File: src/verilog/cio_pkg.sv
// shared constants and types for the configurable io port logic
package cio_pkg;

   // ***************************************************
   // port geometry
   // ***************************************************
   localparam int CIO_NPORT = 4;
   localparam int CIO_PW    = 8;
   localparam int CIO_NIMC  = 3;
   // port d carries only its three low pins
   localparam logic [3:0][7:0] CIO_PORT_MASK =
      {8'h07, 8'hFF, 8'hFF, 8'hFF};
   localparam logic [3:0] CIO_CTRL_PORTS = 4'h3;

   // ***************************************************
   // io_register_space layout: address = {func, port}
   // ***************************************************
   localparam int         CIO_AW      = 5;
   localparam logic [2:0] CIO_F_PIN   = 3'h0;
   localparam logic [2:0] CIO_F_DOUT  = 3'h1;
   localparam logic [2:0] CIO_F_DIR   = 3'h2;
   localparam logic [2:0] CIO_F_CTRL  = 3'h3;
   localparam logic [2:0] CIO_F_CAP   = 3'h4;
   localparam logic [2:0] CIO_F_MCELL = 3'h5;

   // ***************************************************
   // reset values and field positions
   // ***************************************************
   localparam logic [7:0] CIO_REG_RST  = 8'h00;
   localparam int         CIO_PASS_BIT = 7;

   // ***************************************************
   // types
   // ***************************************************
   typedef enum logic [1:0] {
      CIO_BUS_MUX    = 2'h0,
      CIO_BUS_NONMUX = 2'h1,
      CIO_BUS_BURST  = 2'h3,
      CIO_BUS_PAGED  = 2'h2
   } cio_bus_t;

   typedef enum logic [1:0] {
      CIO_CAP_DIRECT = 2'h0,
      CIO_CAP_LATCH  = 2'h1,
      CIO_CAP_REG    = 2'h3
   } cio_cap_t;

   // programmed configuration, fixed at run time
   typedef struct packed {
      cio_bus_t                   bus_type;
      logic                       data_port_a;
      logic [3:0][7:0]            la_out;
      logic [3:0][7:0]            oe_pt_def;
      logic [2:0][7:0][1:0]       cap_mode;
      logic [2:0]                 cap_clk_pt;
      logic                       test_cfg;
   } cio_cfg_t;

   // live terms from the complex_logic_array
   typedef struct packed {
      logic [3:0][7:0]            mcell;
      logic [3:0][7:0]            oe_pt;
      logic [2:0]                 cap_pt_clk;
      logic                       passthrough_select_0;
      logic                       passthrough_select_1;
      logic                       test_port_select_term;
   } cio_la_t;

endpackage

File: src/verilog/cio_port_logic.sv
// configurable io port logic: four ports, output mux, readback, capture
//
// Behaviour
// - four ports, three of eight pins and one of three, each pin alone
// - pin output muxes data reg, latched address, macrocell, chip select
// - readback returns exactly one selected source per host read
// - driver enable is direction bit OR logic-array enable term
// - without enable term and logic-array output, direction bit decides
// - capture cells: latch, edge register or direct; strobe or term clock
// - programmed modes fixed; control and direction writable at run time
// - writing zero to a mode bit selects host io mode
// - host io: output pins drive data reg, input pins read back
// - third and fourth ports lack mode register, default host io
// - logic-array output tri-stated only with enable term and direction both zero
// - address out only with enable term or direction and mode both one
// - non-multiplexed bus puts A7-A0 only on the second port
// - address nibble mapping follows host bus type
// - mode availability differs per port
// - mode and direction bit encodings select host io or address out
// - test pins enabled by select term, configuration or enable pin
// - memory mode bit 7 makes first port a host data buffer
// - passthrough buffer tri-stated when neither select is active
// - mode, direction registers reset to zero: all inputs, host io
`timescale 1ns/1ps

module cio_port_logic
   import cio_pkg::*;
(
   // clock and reset
   input  wire logic                   I_CLK,
   input  wire logic                   I_RESET_N,
   // host register access
   input  wire logic                   I_WR_STB,
   input  wire logic [CIO_AW-1:0]      I_REG_ADDR,
   input  wire logic [7:0]             I_WR_DATA,
   output logic      [7:0]             O_RD_DATA,
   // host address and data path
   input  wire logic                   I_ADDR_LATCH_STROBE,
   input  wire logic [15:0]            I_ADDR,
   input  wire logic [7:0]             I_MEMORY_MODE_REGISTER,
   input  wire logic                   I_HOST_RD_CYCLE,
   input  wire logic                   I_HOST_ACC,
   input  wire logic [7:0]             I_HOST_DATA,
   output logic      [7:0]             O_HOST_DATA,
   // configuration and logic array
   input  wire cio_cfg_t               I_CFG,
   input  wire cio_la_t                I_LA,
   input  wire logic [2:0]             I_CS_EXT,
   input  wire logic                   I_TEST_ENABLE,
   // pins
   input  wire logic [3:0][7:0]        I_PORT_IN,
   output logic      [3:0][7:0]        O_PORT_OUT,
   output logic      [3:0][7:0]        O_PORT_OE,
   // capture cells and test port
   output logic      [2:0][7:0]        O_CAP,
   output logic                        O_TEST_PORT_EN
);

   // ***************************************************
   // register space decode
   // ***************************************************
   logic [2:0]            acc_func;
   logic [1:0]            acc_port;

   assign acc_func = I_REG_ADDR[4:2];
   assign acc_port = I_REG_ADDR[1:0];

   // ***************************************************
   // host written registers
   // ***************************************************
   logic [3:0][7:0]       dout_r;
   logic [3:0][7:0]       dir_r;
   logic [1:0][7:0]       ctrl_r;

   // data out registers, width trimmed per port
   always_ff @(posedge I_CLK or negedge I_RESET_N) begin
      if (!I_RESET_N) begin
         dout_r <= {CIO_NPORT{CIO_REG_RST}};
      end else if (I_WR_STB && acc_func == CIO_F_DOUT) begin
         dout_r[acc_port] <= I_WR_DATA &
                             CIO_PORT_MASK[acc_port];
      end
   end

   // direction registers; reset leaves every pin an input
   always_ff @(posedge I_CLK or negedge I_RESET_N) begin
      if (!I_RESET_N) begin
         dir_r <= {CIO_NPORT{CIO_REG_RST}};
      end else if (I_WR_STB && acc_func == CIO_F_DIR) begin
         dir_r[acc_port] <= I_WR_DATA &
                            CIO_PORT_MASK[acc_port];
      end
   end

   // mode registers exist for the first two ports only
   always_ff @(posedge I_CLK or negedge I_RESET_N) begin
      if (!I_RESET_N) begin
         ctrl_r <= {2{CIO_REG_RST}};
      end else if (I_WR_STB && acc_func == CIO_F_CTRL &&
                   CIO_CTRL_PORTS[acc_port]) begin
         ctrl_r[acc_port[0]] <= I_WR_DATA;
      end
   end

   // ***************************************************
   // address latch
   // ***************************************************
   logic [15:0]           addr_lat_r;
   logic [15:0]           addr_use;

   // loads on each clock edge while the strobe is high, holds after
   always_ff @(posedge I_CLK or negedge I_RESET_N) begin
      if (!I_RESET_N) begin
         addr_lat_r <= 16'h0000;
      end else if (I_ADDR_LATCH_STROBE) begin
         addr_lat_r <= I_ADDR;
      end
   end

   // a non-multiplexed host holds its address, no latch needed
   assign addr_use = (I_CFG.bus_type == CIO_BUS_NONMUX) ?
                     I_ADDR : addr_lat_r;

   // ***************************************************
   // address nibble mapping per bus type
   // ***************************************************
   logic [1:0][7:0]       addr_byte;
   logic [1:0][7:0]       addr_avail;

   always_comb begin
      addr_byte  = '0;
      addr_avail = '0;
      case (I_CFG.bus_type)
         CIO_BUS_MUX: begin
            addr_byte[0]  = addr_use[7:0];
            addr_byte[1]  = addr_use[7:0];
            addr_avail    = {2{8'hFF}};
         end
         CIO_BUS_NONMUX: begin
            addr_byte[1]  = addr_use[7:0];
            addr_avail[1] = 8'hFF;
         end
         CIO_BUS_BURST: begin
            addr_byte[0]  = {addr_use[7:4], 4'h0};
            addr_avail[0] = 8'hF0;
            addr_byte[1]  = {4'h0, addr_use[11:8]};
            addr_avail[1] = 8'h0F;
         end
         CIO_BUS_PAGED: begin
            addr_byte[1]  = addr_use[15:8];
            addr_avail[1] = 8'hFF;
         end
         default: begin
            addr_byte  = '0;
            addr_avail = '0;
         end
      endcase
   end

   // ***************************************************
   // first port bus modes: data port and passthrough
   // ***************************************************
   logic                  pass_on;
   logic                  bus_mode_a;
   logic                  bus_sel_a;

   assign pass_on    = I_MEMORY_MODE_REGISTER[CIO_PASS_BIT];
   assign bus_mode_a = I_CFG.data_port_a | pass_on;
   // data port follows host access; passthrough follows its selects
   assign bus_sel_a  = I_CFG.data_port_a ? I_HOST_ACC :
                       (I_LA.passthrough_select_0 |
                        I_LA.passthrough_select_1);

   // ***************************************************
   // per port output mux and driver enable
   // ***************************************************
   logic [3:0][7:0]       out_nxt;
   logic [3:0][7:0]       oe_nxt;

   for (genvar p = 0; p < CIO_NPORT; p++) begin : g_port
      logic [7:0] la_src;
      logic [7:0] pt_oe;
      logic [7:0] addr_sel;

      // port d takes extra chip selects instead of macrocells
      if (p == 3) begin : g_cs
         assign la_src = {5'h00, I_CS_EXT};
      end else begin : g_mc
         assign la_src = I_LA.mcell[p];
      end

      // undefined enable terms contribute nothing
      assign pt_oe = I_LA.oe_pt[p] & I_CFG.oe_pt_def[p];

      // address out only where the port has a mode register
      if (p < 2) begin : g_addr
         assign addr_sel = ctrl_r[p] & addr_avail[p];
      end else begin : g_noaddr
         assign addr_sel = 8'h00;
      end

      always_comb begin
         for (int b = 0; b < CIO_PW; b++) begin
            if (I_CFG.la_out[p][b]) begin
               out_nxt[p][b] = la_src[b];
            end else if (addr_sel[b]) begin
               out_nxt[p][b] = addr_byte[p % 2][b];
            end else begin
               out_nxt[p][b] = dout_r[p][b];
            end
            // same or covers host io, address out and array outputs
            oe_nxt[p][b] = dir_r[p][b] |
                           pt_oe[b];
         end
         // passthrough and data port take over the whole first port
         if (p == 0 && bus_mode_a) begin
            out_nxt[p] = I_HOST_DATA;
            oe_nxt[p]  = {8{bus_sel_a & ~I_HOST_RD_CYCLE}};
         end
         out_nxt[p] = out_nxt[p] & CIO_PORT_MASK[p];
         oe_nxt[p]  = oe_nxt[p] & CIO_PORT_MASK[p];
      end
   end

   // pin outputs registered; costs one cycle, keeps pins glitch free
   always_ff @(posedge I_CLK or negedge I_RESET_N) begin
      if (!I_RESET_N) begin
         O_PORT_OUT <= '0;
         O_PORT_OE  <= '0;
      end else begin
         O_PORT_OUT <= out_nxt;
         O_PORT_OE  <= oe_nxt;
      end
   end

   // port a read back to the host every cycle, whatever the port mode
   always_ff @(posedge I_CLK or negedge I_RESET_N) begin
      if (!I_RESET_N) begin
         O_HOST_DATA <= 8'h00;
      end else begin
         O_HOST_DATA <= I_PORT_IN[0];
      end
   end

   // ***************************************************
   // input_capture_cell array on the three wide ports
   // ***************************************************
   logic [2:0]            cap_clk;
   logic [2:0]            cap_clk_prev_r;
   logic [2:0][7:0]       cap_nxt;

   // clock source per port: strobe or product term
   always_comb begin
      for (int p = 0; p < CIO_NIMC; p++) begin
         cap_clk[p] = I_CFG.cap_clk_pt[p] ? I_LA.cap_pt_clk[p] :
                      I_ADDR_LATCH_STROBE;
      end
   end

   // previous clock level gives the rising edge
   always_ff @(posedge I_CLK or negedge I_RESET_N) begin
      if (!I_RESET_N) begin
         cap_clk_prev_r <= 3'h0;
      end else begin
         cap_clk_prev_r <= cap_clk;
      end
   end

   // per bit capture mode; an unused code simply holds
   always_comb begin
      cap_nxt = O_CAP;
      for (int p = 0; p < CIO_NIMC; p++) begin
         for (int b = 0; b < CIO_PW; b++) begin
            case (cio_cap_t'(I_CFG.cap_mode[p][b]))
               CIO_CAP_DIRECT: begin
                  cap_nxt[p][b] = I_PORT_IN[p][b];
               end
               CIO_CAP_LATCH: begin
                  if (cap_clk[p]) begin
                     cap_nxt[p][b] = I_PORT_IN[p][b];
                  end
               end
               CIO_CAP_REG: begin
                  if (cap_clk[p] && !cap_clk_prev_r[p]) begin
                     cap_nxt[p][b] = I_PORT_IN[p][b];
                  end
               end
               default: begin
                  cap_nxt[p][b] = O_CAP[p][b];
               end
            endcase
         end
      end
   end

   // capture state feeds the array and the readback
   always_ff @(posedge I_CLK or negedge I_RESET_N) begin
      if (!I_RESET_N) begin
         O_CAP <= '0;
      end else begin
         O_CAP <= cap_nxt;
      end
   end

   // ***************************************************
   // port_readback_buffer: one source per read
   // ***************************************************
   logic [7:0]            rd_nxt;

   always_comb begin
      case (acc_func)
         CIO_F_PIN:   rd_nxt = I_PORT_IN[acc_port];
         CIO_F_DOUT:  rd_nxt = dout_r[acc_port];
         CIO_F_DIR:   rd_nxt = dir_r[acc_port];
         CIO_F_CTRL: begin
            rd_nxt = CIO_CTRL_PORTS[acc_port] ?
                     ctrl_r[acc_port[0]] : 8'h00;
         end
         CIO_F_CAP: begin
            rd_nxt = (acc_port == 2'h3) ? 8'h00 : O_CAP[acc_port];
         end
         CIO_F_MCELL: rd_nxt = I_LA.mcell[acc_port];
         default:     rd_nxt = 8'h00;
      endcase
      rd_nxt = rd_nxt & CIO_PORT_MASK[acc_port];
   end

   // readback tracks the address; host samples one cycle later
   always_ff @(posedge I_CLK or negedge I_RESET_N) begin
      if (!I_RESET_N) begin
         O_RD_DATA <= 8'h00;
      end else begin
         O_RD_DATA <= rd_nxt;
      end
   end

   // ***************************************************
   // serial test port enable on the third port
   // ***************************************************
   always_ff @(posedge I_CLK or negedge I_RESET_N) begin
      if (!I_RESET_N) begin
         O_TEST_PORT_EN <= 1'b0;
      end else begin
         O_TEST_PORT_EN <= I_LA.test_port_select_term |
                           I_CFG.test_cfg |
                           I_TEST_ENABLE;
      end
   end

endmodule // cio_port_logic

File: config.mk
export PLATFORM = sky130hd
export DESIGN_NAME = cio_port_logic
export DESIGN_NICKNAME = d
export VERILOG_FILES = /design/src/verilog/cio_pkg.sv /design/src/verilog/cio_port_logic.sv
export SDC_FILE = /design/constraint.sdc
export NUM_CORES = 1
export LEC_CHECK = 0
export ABC_CLOCK_PERIOD_IN_PS = 1850
export BUFFER_PORTS_ARGS = -buffer_cell sky130_fd_sc_hd__buf_2
export CAP_MARGIN = 25
export CORE_UTILIZATION = 33
export CTS_BUF_LIST = sky130_fd_sc_hd__clkbuf_8
export DETAILED_ROUTE_END_ITERATION = 10
export HOLD_SLACK_MARGIN = 0.03
export PLACE_DENSITY = 0.69
export SYNTH_ARGS = -nofsm -noshare
export SYNTH_HDL_FRONTEND = slang
export SYNTH_SLANG_ARGS = --single-unit
File: constraint.sdc
create_clock -name I_CLK -period 1.85 [get_ports I_CLK]
set_input_delay 0.0925 -clock I_CLK [delete_from_list [all_inputs] [get_ports I_CLK]]
set_output_delay 0.0925 -clock I_CLK [all_outputs]
set_load 0.03 [all_outputs]
==> flow_metrics.tcl, run 1 <==
set metrics [dict create \
    outcome "complete, no violations" \
    setup_slack_ns 0.04407 \
    cts_htree_levels 4 \
    r2r_start "addr_lat_r[2]" \
    arrival_ns 2.17 \
    grt_usage_pct 23.86 \
    slowest_delay_ns 0.55 \
    crit_top_cell "mux2_2" \
    crit_fanout 2 \
    drt_iter0_markers 430 \
    startpoint_type "flip-flop" \
    drt.antenna.violating_nets 0 \
    grt_pass1_vias 9481 \
    io_pins 381 \
    drv_slew 0 \
    drt_pass1_iterations 5 \
    yosysWarnings 0 \
    ff2ff_setup_slack_ns 0.04 \
    ys_ff_latch 193 \
    clockBufferDepth 2 \
    crit_family "multiplexers" \
    core_area_mm2 0.02870 \
    clock_skew_ns 0.02197 \
    hp-class "input port to flip-flop" \
    area_growth_pct 48.83 \
    fin_tns_setup_ns 0 \
    max-cap-violations 0 \
    drcViolationCount 0 \
    finalCriticalPeriod_ns 1.806 \
    synth_cells 792 \
    overflow 0 \
    hpwl_um 25840 \
    yosysUniqueCellTypes 56 \
    reg2reg_depth 5 \
    ys.flop_type "dfrtp_1" \
    start_util_pct 33.62 \
    finalNetCount 1640 \
    crit_start "addr_lat_r[2]" \
    insertion_delay_ns 0.49 \
    port_buffers 347 \
    cts_root_buffer "clkbuf_8" \
    grt_max_degree 59 \
    post_cts_buffers 0 \
    cts_tree "built" \
    layout_common_cells "345 x buf_2, 197 x dlygate4sd3_1, 193 x dfrtp_1, 131 x mux2_2, 59 x mux2i_1" \
    numCtsBuffers 17 \
    cp_cell_sequence "mux2_2 > mux2_2 > mux2i_1 > o21ai_0 > dlygate4sd3_1" \
    p_leak_nw 6.905 \
    power.total_mw 11.64 \
    fin_crit_sh_pct 97.62 \
    timing.rr.end "O_PORT_OUT[10]" \
    rsz0062_at_grt "false" \
    critPathKind "flip-flop to flip-flop" \
    worst_pin_slew_ns 0.5405 \
    worst_hold_slack_ns 0.07093 \
    pre_cts_ws_ns 0.05023 \
    crit_buf_inv 1 \
    postSynthAreaPerCell_um2 12.18 \
    cp.depth 5 \
    finalCoreUtilization_pct 50.03 \
    max-slew-margin-rel_pct 63.86 \
    syn_area_mm2 0.009649 \
    antenna_found_initial 6 \
    layout_commonest_cell "buf_2" \
    drive_gt1_share_pct 41.98 \
    clkTransAtPathRegs_ns 0.11 \
    vias_per_cell 5.096 \
    row_count 62 \
    vias 8969 \
    die_x_um 173.0 \
    hold_violations 0 \
    seq_area_frac_synth_pct 50.05 \
    p_per_area_mw_per_mm2 810.2 \
    place_congestion 0.9150 \
    worstPathRequired_ns 2.21 \
    crit_end "O_PORT_OUT[10]" \
    fillers 2563 \
    cpMaxStageDelayCell "dlygate4sd3_1" \
    grt_pass1_wl_um 54260 \
    cp-end-kind "flip-flop" \
    die_area_mm2 0.02993 \
    peakVddDrop_mv 0.4854 \
    synthArstFlopShare_pct 100.0 \
    cts_sinks 193 \
    wl_per_cell_um 20.29 \
    synth_edf_count 0 \
    setup_viol 0 \
    timing.fmax_mhz 553.7 \
    drt_wl_total_um 35700 \
    die_h_um 173.0 \
]
==> flip-flops by register name, summed over array words and instances (netlist names) <==
register,flops
O_PORT_OUT,27
ctrl_r,16
O_PORT_OE,27
O_CAP,24
dout_r,31
O_TEST_PORT_EN,1
O_RD_DATA,8
cap_clk_prev_r,3
O_HOST_DATA,8
dir_r,32
addr_lat_r,16
==> final cells by class <==
type,count,area [um2],area share (%)
Sequential cell,193,4830,33.63
Tap cell,384,480.5,3.346
Antenna cell,4,10.01,0.06970
Clock inverter,14,141.4,0.9845
Timing Repair Buffer,584,4083,28.43
Multi-Input combinational cell,550,4517,31.45
Inverter,13,52.55,0.3659
Clock buffer,18,247.7,1.725
==> tightest hold or removal path, cell delays in order <==
cell and delay [ns]:
buf_2 0.09, a21oi_1 0.11, mux2_2 0.23
==> routing by layer <==
| layer | vias up | wire [um] | GRT usage (%) |
|---|---|---|---|
| met5 | - | 23 | 0 |
| met3 | 53 | 1713 | 4.002 |
| li1 | 4087 | - | - |
| met1 | 4483 | 15300 | 30.06 |
| met2 | 342 | 17830 | 41.78 |
| met4 | 4 | 837 | 7.153 |
==> metrics by stage <==
step	instance area, um2	std cells
floorplan	9683	801
global placement	11970	1527
detailed placement	11970	1527
CTS	14340	1756
global route	14360	1759
finish	14360	1760
==> what timing repair did <==
item	CTS	global route
resized for setup	0	8
setup endpoints to repair	0	11
hold buffers	197	2
hold endpoints to repair	275	2
==> report_power, final <==
part           switching [mW]  internal (mW)  total, mW
Clock                    1.76           1.03       2.79
Combinational            1.80           1.73       3.53
Sequential              0.491           4.82       5.31
==> how the worst min path moves through the flow <==
stage	cells after the start	from	end
detailed placement	1	I_RESET_N	O_PORT_OE[26]
global route	2	I_WR_DATA[3]	dir_r[11]
finish	3	I_CFG[32]	O_CAP[14]
CTS	2	I_WR_DATA[0]	dout_r[24]
floorplan	0	I_RESET_N	O_CAP[0]
global placement	1	I_RESET_N	O_PORT_OE[26]
==> cell families after synthesis <==
kind of cell / count (synthesis) / share of synthesized area (%)
compound gates: 221 / 14.73
flops: 193 / 50.05
fa+ha+maj: 5 / 0.6483
other cells: 1 / 0.03886
simple gates: 107 / 5.770
mux: 207 / 25.14
buf+inv: 58 / 3.618
==> cells in the mapped netlist (7+ instances only) <==
master	instances	area share (%)
buf_6	8	0.93
mux2i_1	59	6.1
inv_1	10	0.39
o22ai_1	24	1.6
nand2_1	38	1.5
buf_2	12	0.62
a32oi_1	8	0.73
a31oi_1	7	0.45
nand2b_1	10	0.65
buf_4	15	1.2
o21ai_0	36	1.9
mux2_2	133	16
nor2_1	18	0.70
nor2b_1	15	0.97
a21o_1	34	2.6
dfrtp_1	193	50
mux4_2	12	2.8
a21oi_1	58	3.0
a211oi_1	17	1.3
Note: power is estimated with default switching activity, not from simulation.
==> run 2, diff against run 1 <==
Settings changed: ABC_CLOCK_PERIOD_IN_PS 1850 to 2020.
Clock period 1.85 ns to 2.02 ns, I/O delays scaled along.
==> flow_metrics.tcl, run 2 (synthesized netlist as in run 1, its figures left out) <==
set metrics [dict create \
    cts_sinks 193 \
    finalNetCount 1617 \
    crit_fanout 2 \
    die_h_um 173.0 \
    cp-end-kind "flip-flop" \
    dp_cells 1515 \
    timing.fmax_mhz 519.2 \
    reg.largest.list "dir_r (32), dout_r (31)" \
    die_x_um 173.0 \
    peakVddDrop_mv 0.3921 \
    die_area_mm2 0.02993 \
    grt_pass1_vias 9506 \
    worst_hold_slack_ns 0.04958 \
    drt.antenna.violating_nets 0 \
    port_buffers 347 \
    outcome "complete, no violations" \
    grt_max_degree 61 \
    hpwl_um 25420 \
    critPathKind "flip-flop to flip-flop" \
    row_count 62 \
    fin_tns_setup_ns 0 \
    drive_gt1_share_pct 41.81 \
    overflow 0 \
    cts_root_buffer "clkbuf_8" \
    pwr-share-comb_pct 29.9 \
    fillers 2615 \
    max-slew-margin-rel_pct 61.68 \
    worst_pin_slew_ns 0.5748 \
    post_dp_cell_area_mm2 0.01188 \
    p_leak_nw 6.833 \
    clockBufferDepth 2 \
    drt_wl_total_um 35500 \
    core_area_mm2 0.02870 \
    drv_slew 0 \
    layout_commonest_cell "buf_2" \
    internal_power_mw 7.059 \
    largest-register "dir_r" \
    vias 8824 \
    cts_htree_levels 4 \
    drcViolationCount 0 \
    io_pins 381 \
    final_cell_area_mm2 0.01420 \
    grt_usage_pct 23.72 \
    wl_per_cell_um 20.44 \
    drt_iter0_markers 465 \
    numCtsBuffers 17 \
    seq_power_share_pct 45.1 \
    arrival_ns 2.31 \
    vias_per_cell 5.080 \
    largest_reg_flops 32 \
    setup_viol 0 \
    startpoint_type "flip-flop" \
    clkTransAtPathRegs_ns 0.11 \
    max-cap-violations 0 \
    post_cts_buffers 0 \
    power_frac_clock_pct 25.0 \
    p_per_area_mw_per_mm2 759.7 \
    hp-class "input port to flip-flop" \
    clock_skew_ns 0.01988 \
    finalCoreUtilization_pct 49.46 \
    worstPathRequired_ns 2.40 \
    switching_share_pct 34.54 \
    area_growth_pct 47.12 \
    start_util_pct 33.62 \
    fin_crit_sh_pct 95.34 \
    insertion_delay_ns 0.50 \
    p_switching_mw 3.725 \
    grt_pass1_wl_um 54140 \
    place_congestion 0.9158 \
    instances_no_fill 1737 \
    drt_pass1_iterations 5 \
    finalCriticalPeriod_ns 1.926 \
    rsz0062_at_grt "false" \
    antenna_found_initial 6 \
    layout_common_cells "345 x buf_2, 193 x dfrtp_1, 186 x dlygate4sd3_1, 133 x mux2_2, 59 x mux2i_1" \
    cts_tree "built" \
    hold_violations 0 \
]
-- run 2: cell types whose count changed in the layout (fill, tap and decap cells not counted), moves of 3 or more --
cell and delta:
a32oi_1 -4, dlygate4sd3_1 -11, clkinvlp_4 -3, buf_4 -12
a32oi_2 +4
-- run 2: stage by stage --
| stage | total power, mW | setup WS (ns) |
|---|---|---|
| floorplan | 6.439 | 0.4891 |
| global placement | 7.544 | 0.2240 |
| detailed placement | 7.608 | 0.1990 |
| CTS | 10.77 | 0.02624 |
| global route | 11.29 | 0.002056 |
| finish | 10.78 | 0.09414 |
-- run 2: final cells by class --
class / count / area (um2) / share of cell area [%]
inverter: 13 / 48.80 / 0.3437
multi-input combinational: 550 / 4534 / 31.94
clock inverter: 14 / 162.7 / 1.146
tap: 384 / 480.5 / 3.384
antenna: 4 / 10.01 / 0.07051
clock buffer: 18 / 247.7 / 1.745
sequential: 193 / 4830 / 34.02
timing repair buffer: 561 / 3882 / 27.35
-- run 2: worst max-delay path, stage by stage (launching register included) --
cell           delay (ns)
dfrtp_1              0.40
mux2_2               0.28
a32oi_1              0.23
o21ai_0              0.11
mux2_2               0.26
dlygate4sd3_1        0.55
-- run 2: path summary, 6_finish.rpt --
| path | slack [ns] | cells past startpoint | endpoint | startpoint |
|---|---|---|---|---|
| min | 0.05 | 2 | dir_r[17] | I_WR_DATA[1] |
| max | 0.09 | 5 | O_PORT_OUT[0] | addr_lat_r[0] |
| max in group asynchronous | 1.18 | 3 | O_PORT_OUT[3] | I_RESET_N |
| min in group asynchronous | 0.14 | 2 | O_PORT_OE[26] | I_RESET_N |
| max reg2reg | 0.09 | 5 | O_PORT_OUT[0] | addr_lat_r[0] |
| min reg2reg | 0.51 | 1 | dir_r[31] | dir_r[31] |
-- run 2: metal layers --
metal | global-route usage [%] | vias up | wire [um]
met5 | 0 | - | 28
met3 | 4.156 | 41 | 1791
met1 | 30.02 | 4403 | 14970
met2 | 41.63 | 330 | 18150
li1 | - | 4046 | -
met4 | 6.232 | 4 | 567
-- run 2: power by group through the flow --
stage	logic [mW]	registers [mW]	clock network, mW
floorplan	1.18	5.26	0
global placement	2.64	4.91	0
detailed placement	2.68	4.93	0
CTS	3.17	4.85	2.75
global route	3.44	4.94	2.92
finish	3.22	4.86	2.70
-- run 2: timing repair --
action | CTS | global route
gates resized for setup | 0 | 6
hold endpoints to repair | 229 | 0
endpoints found under the setup margin | 0 | 4
hold buffers | 186 | 0
==> run 3, diff against run 2 <==
Settings changed: ABC_CLOCK_PERIOD_IN_PS 2020 to 1700, PLACE_DENSITY 0.69 to 0.71, RECOVER_POWER set to 50.
Clock period 2.02 ns to 1.7 ns, I/O delays scaled along.
==> flow_metrics.tcl, run 3 (synthesized netlist as in run 1, its figures left out) <==
set metrics [dict create \
    outcome "complete, but fails checks" \
    violations "setup timing" \
    power_frac_clock_pct 24.1 \
    die_area_mm2 0.02993 \
    timing.fmax_mhz 583.1 \
    worstPathRequired_ns 2.12 \
    max-cap-violations 0 \
    fillers 2525 \
    grt_pass1_wl_um 55520 \
    vias_per_cell 5.135 \
    fin_crit_sh_pct 100.9 \
    drv_slew 0 \
    finalNetCount 1663 \
    finalCoreUtilization_pct 50.45 \
    hpwl_um 25830 \
    hp-class "input port to flip-flop" \
    clock_skew_ns 0.01707 \
    cts_sinks 193 \
    power.total_mw 12.66 \
    max-slew-margin-rel_pct 36.58 \
    grt_usage_pct 24.60 \
    cp-end-kind "flip-flop" \
    seq_power_share_pct 45.8 \
    clockBufferDepth 2 \
    p_leak_nw 6.926 \
    die_h_um 173.0 \
    pwr-share-comb_pct 30.0 \
    area_growth_pct 50.08 \
    start_util_pct 33.62 \
    layout_commonest_cell "buf_2" \
    drive_gt1_share_pct 39.93 \
    cpMaxStageDelayCell "dlygate4sd3_1" \
    finalCriticalPeriod_ns 1.715 \
    row_count 62 \
    worst_pin_slew_ns 0.9513 \
    hold_path_depth 2 \
    numCtsBuffers 17 \
    core_area_mm2 0.02870 \
    port_buffers 347 \
    clkTransAtPathRegs_ns 0.12 \
    drt_wl_total_um 36850 \
    drt_pass1_iterations 5 \
    arrival_ns 2.14 \
    rsz0062_at_grt "true" \
    internal_power_mw 8.168 \
    cp_cell_sequence "inv_1 > a21oi_1 > a21o_1 > dlygate4sd3_1 > a21oi_1" \
    switching_share_pct 35.50 \
    peakVddDrop_mv 0.5624 \
    cp.depth 5 \
    instances_no_fill 1783 \
    largest_reg_flops 32 \
    wl_per_cell_um 20.67 \
    dp_cells 1533 \
    cts_tree "built" \
    post_cts_buffers 0 \
    drcViolationCount 0 \
    crit_top_cell "a21oi_1" \
    setup_viol 2 \
    slowest_delay_ns 0.57 \
    p_per_area_mw_per_mm2 874.5 \
    place_congestion 0.8837 \
    crit_family "buffers and inverters" \
    crit_fanout 6 \
    insertion_delay_ns 0.50 \
    vias 9156 \
    p_switching_mw 4.496 \
    hold_violations 0 \
    largest-register "dir_r" \
    io_pins 381 \
    die_x_um 173.0 \
    cts_htree_levels 4 \
    cts_root_buffer "clkbuf_8" \
    setup_slack_ns -0.01486 \
    grt_pass1_vias 9697 \
    crit_buf_inv 2 \
    drt.antenna.violating_nets 0 \
    antenna_found_initial 7 \
    layout_common_cells "326 x buf_2, 214 x dlygate4sd3_1, 193 x dfrtp_1, 133 x mux2_2, 60 x mux2i_1" \
    reg2reg_depth 5 \
    critPathKind "flip-flop to flip-flop" \
    startpoint_type "flip-flop" \
    drt_iter0_markers 577 \
    overflow 0 \
    grt_max_degree 54 \
    worst_hold_slack_ns 0.03495 \
    reg.largest.list "dir_r (32), dout_r (31)" \
]
run 3: cell count changes in the layout (fill, tap and decap cells not counted), sizes merged:
cell	before	now
bufinv	1	0
clkinvlp	1	3
buf	374	367
dlygate4sd3	186	214
clkinv	6	5
clkbuf	19	43
inv	19	20
run 3: metrics by stage:
step | TNS, ns | setup slack [ns] | area [um2]
finish | -0.01794 | -0.01486 | 14480
global route | -0.4610 | -0.04798 | 14480
CTS | 0 | 0.009871 | 14540
detailed placement | -0.1905 | -0.1062 | 12020
global placement | -0.02390 | -0.02390 | 12020
floorplan | 0 | 0.1851 | 9683
run 3: worst paths after layout:
| path | to | start | slack (ns) |
|---|---|---|---|
| hold reg to reg | dout_r[31] | dout_r[31] | 0.51 |
| max in group asynchronous | ctrl_r[12] | I_RESET_N | 0.38 |
| hold / removal | dout_r[3] | I_WR_DATA[3] | 0.03 |
| setup / recovery | O_CAP[20] | cap_clk_prev_r[2] | -0.01 |
| min in group asynchronous | O_PORT_OE[24] | I_RESET_N | 0.07 |
| setup reg to reg | O_CAP[20] | cap_clk_prev_r[2] | -0.01 |
run 3: power by group through the flow:
stage	combinational [mW]	clock, mW	sequential (mW)
6_report	3.80	3.06	5.80
5_1_grt	4.06	3.33	5.88
4_1_cts	3.77	3.11	5.79
3_5_place_dp	3.21	0	5.88
3_3_place_gp	3.15	0	5.86
2_1_floorplan	1.40	0	6.25
run 3: final cells by class:
cell class | count | area (um2) | area share (%)
Sequential cell | 193 | 4830 | 33.35
Multi-Input combinational cell | 550 | 4498 | 31.06
Timing Repair Buffer | 607 | 4235 | 29.25
Tap cell | 384 | 480.5 | 3.318
Clock buffer | 17 | 234.0 | 1.616
Clock inverter | 15 | 145.1 | 1.002
Inverter | 13 | 48.80 | 0.3370
Antenna cell | 4 | 10.01 | 0.06912
run 3: per-layer routing:
metal	track usage [%]	up-vias	part of all wire (%)
li1	-	4133	-
met1	30.23	4489	41
met2	40.83	431	48
met3	5.101	97	5.9
met4	12.72	6	4.4
met5	0	-	0.11
run 3: repair_timing:
| item | CTS | global route |
|---|---|---|
| hold buffers | 214 | 0 |
| endpoints found under the hold margin | 340 | 0 |
| resized for setup | 0 | 3 |
| setup endpoints to repair | 0 | 22 |
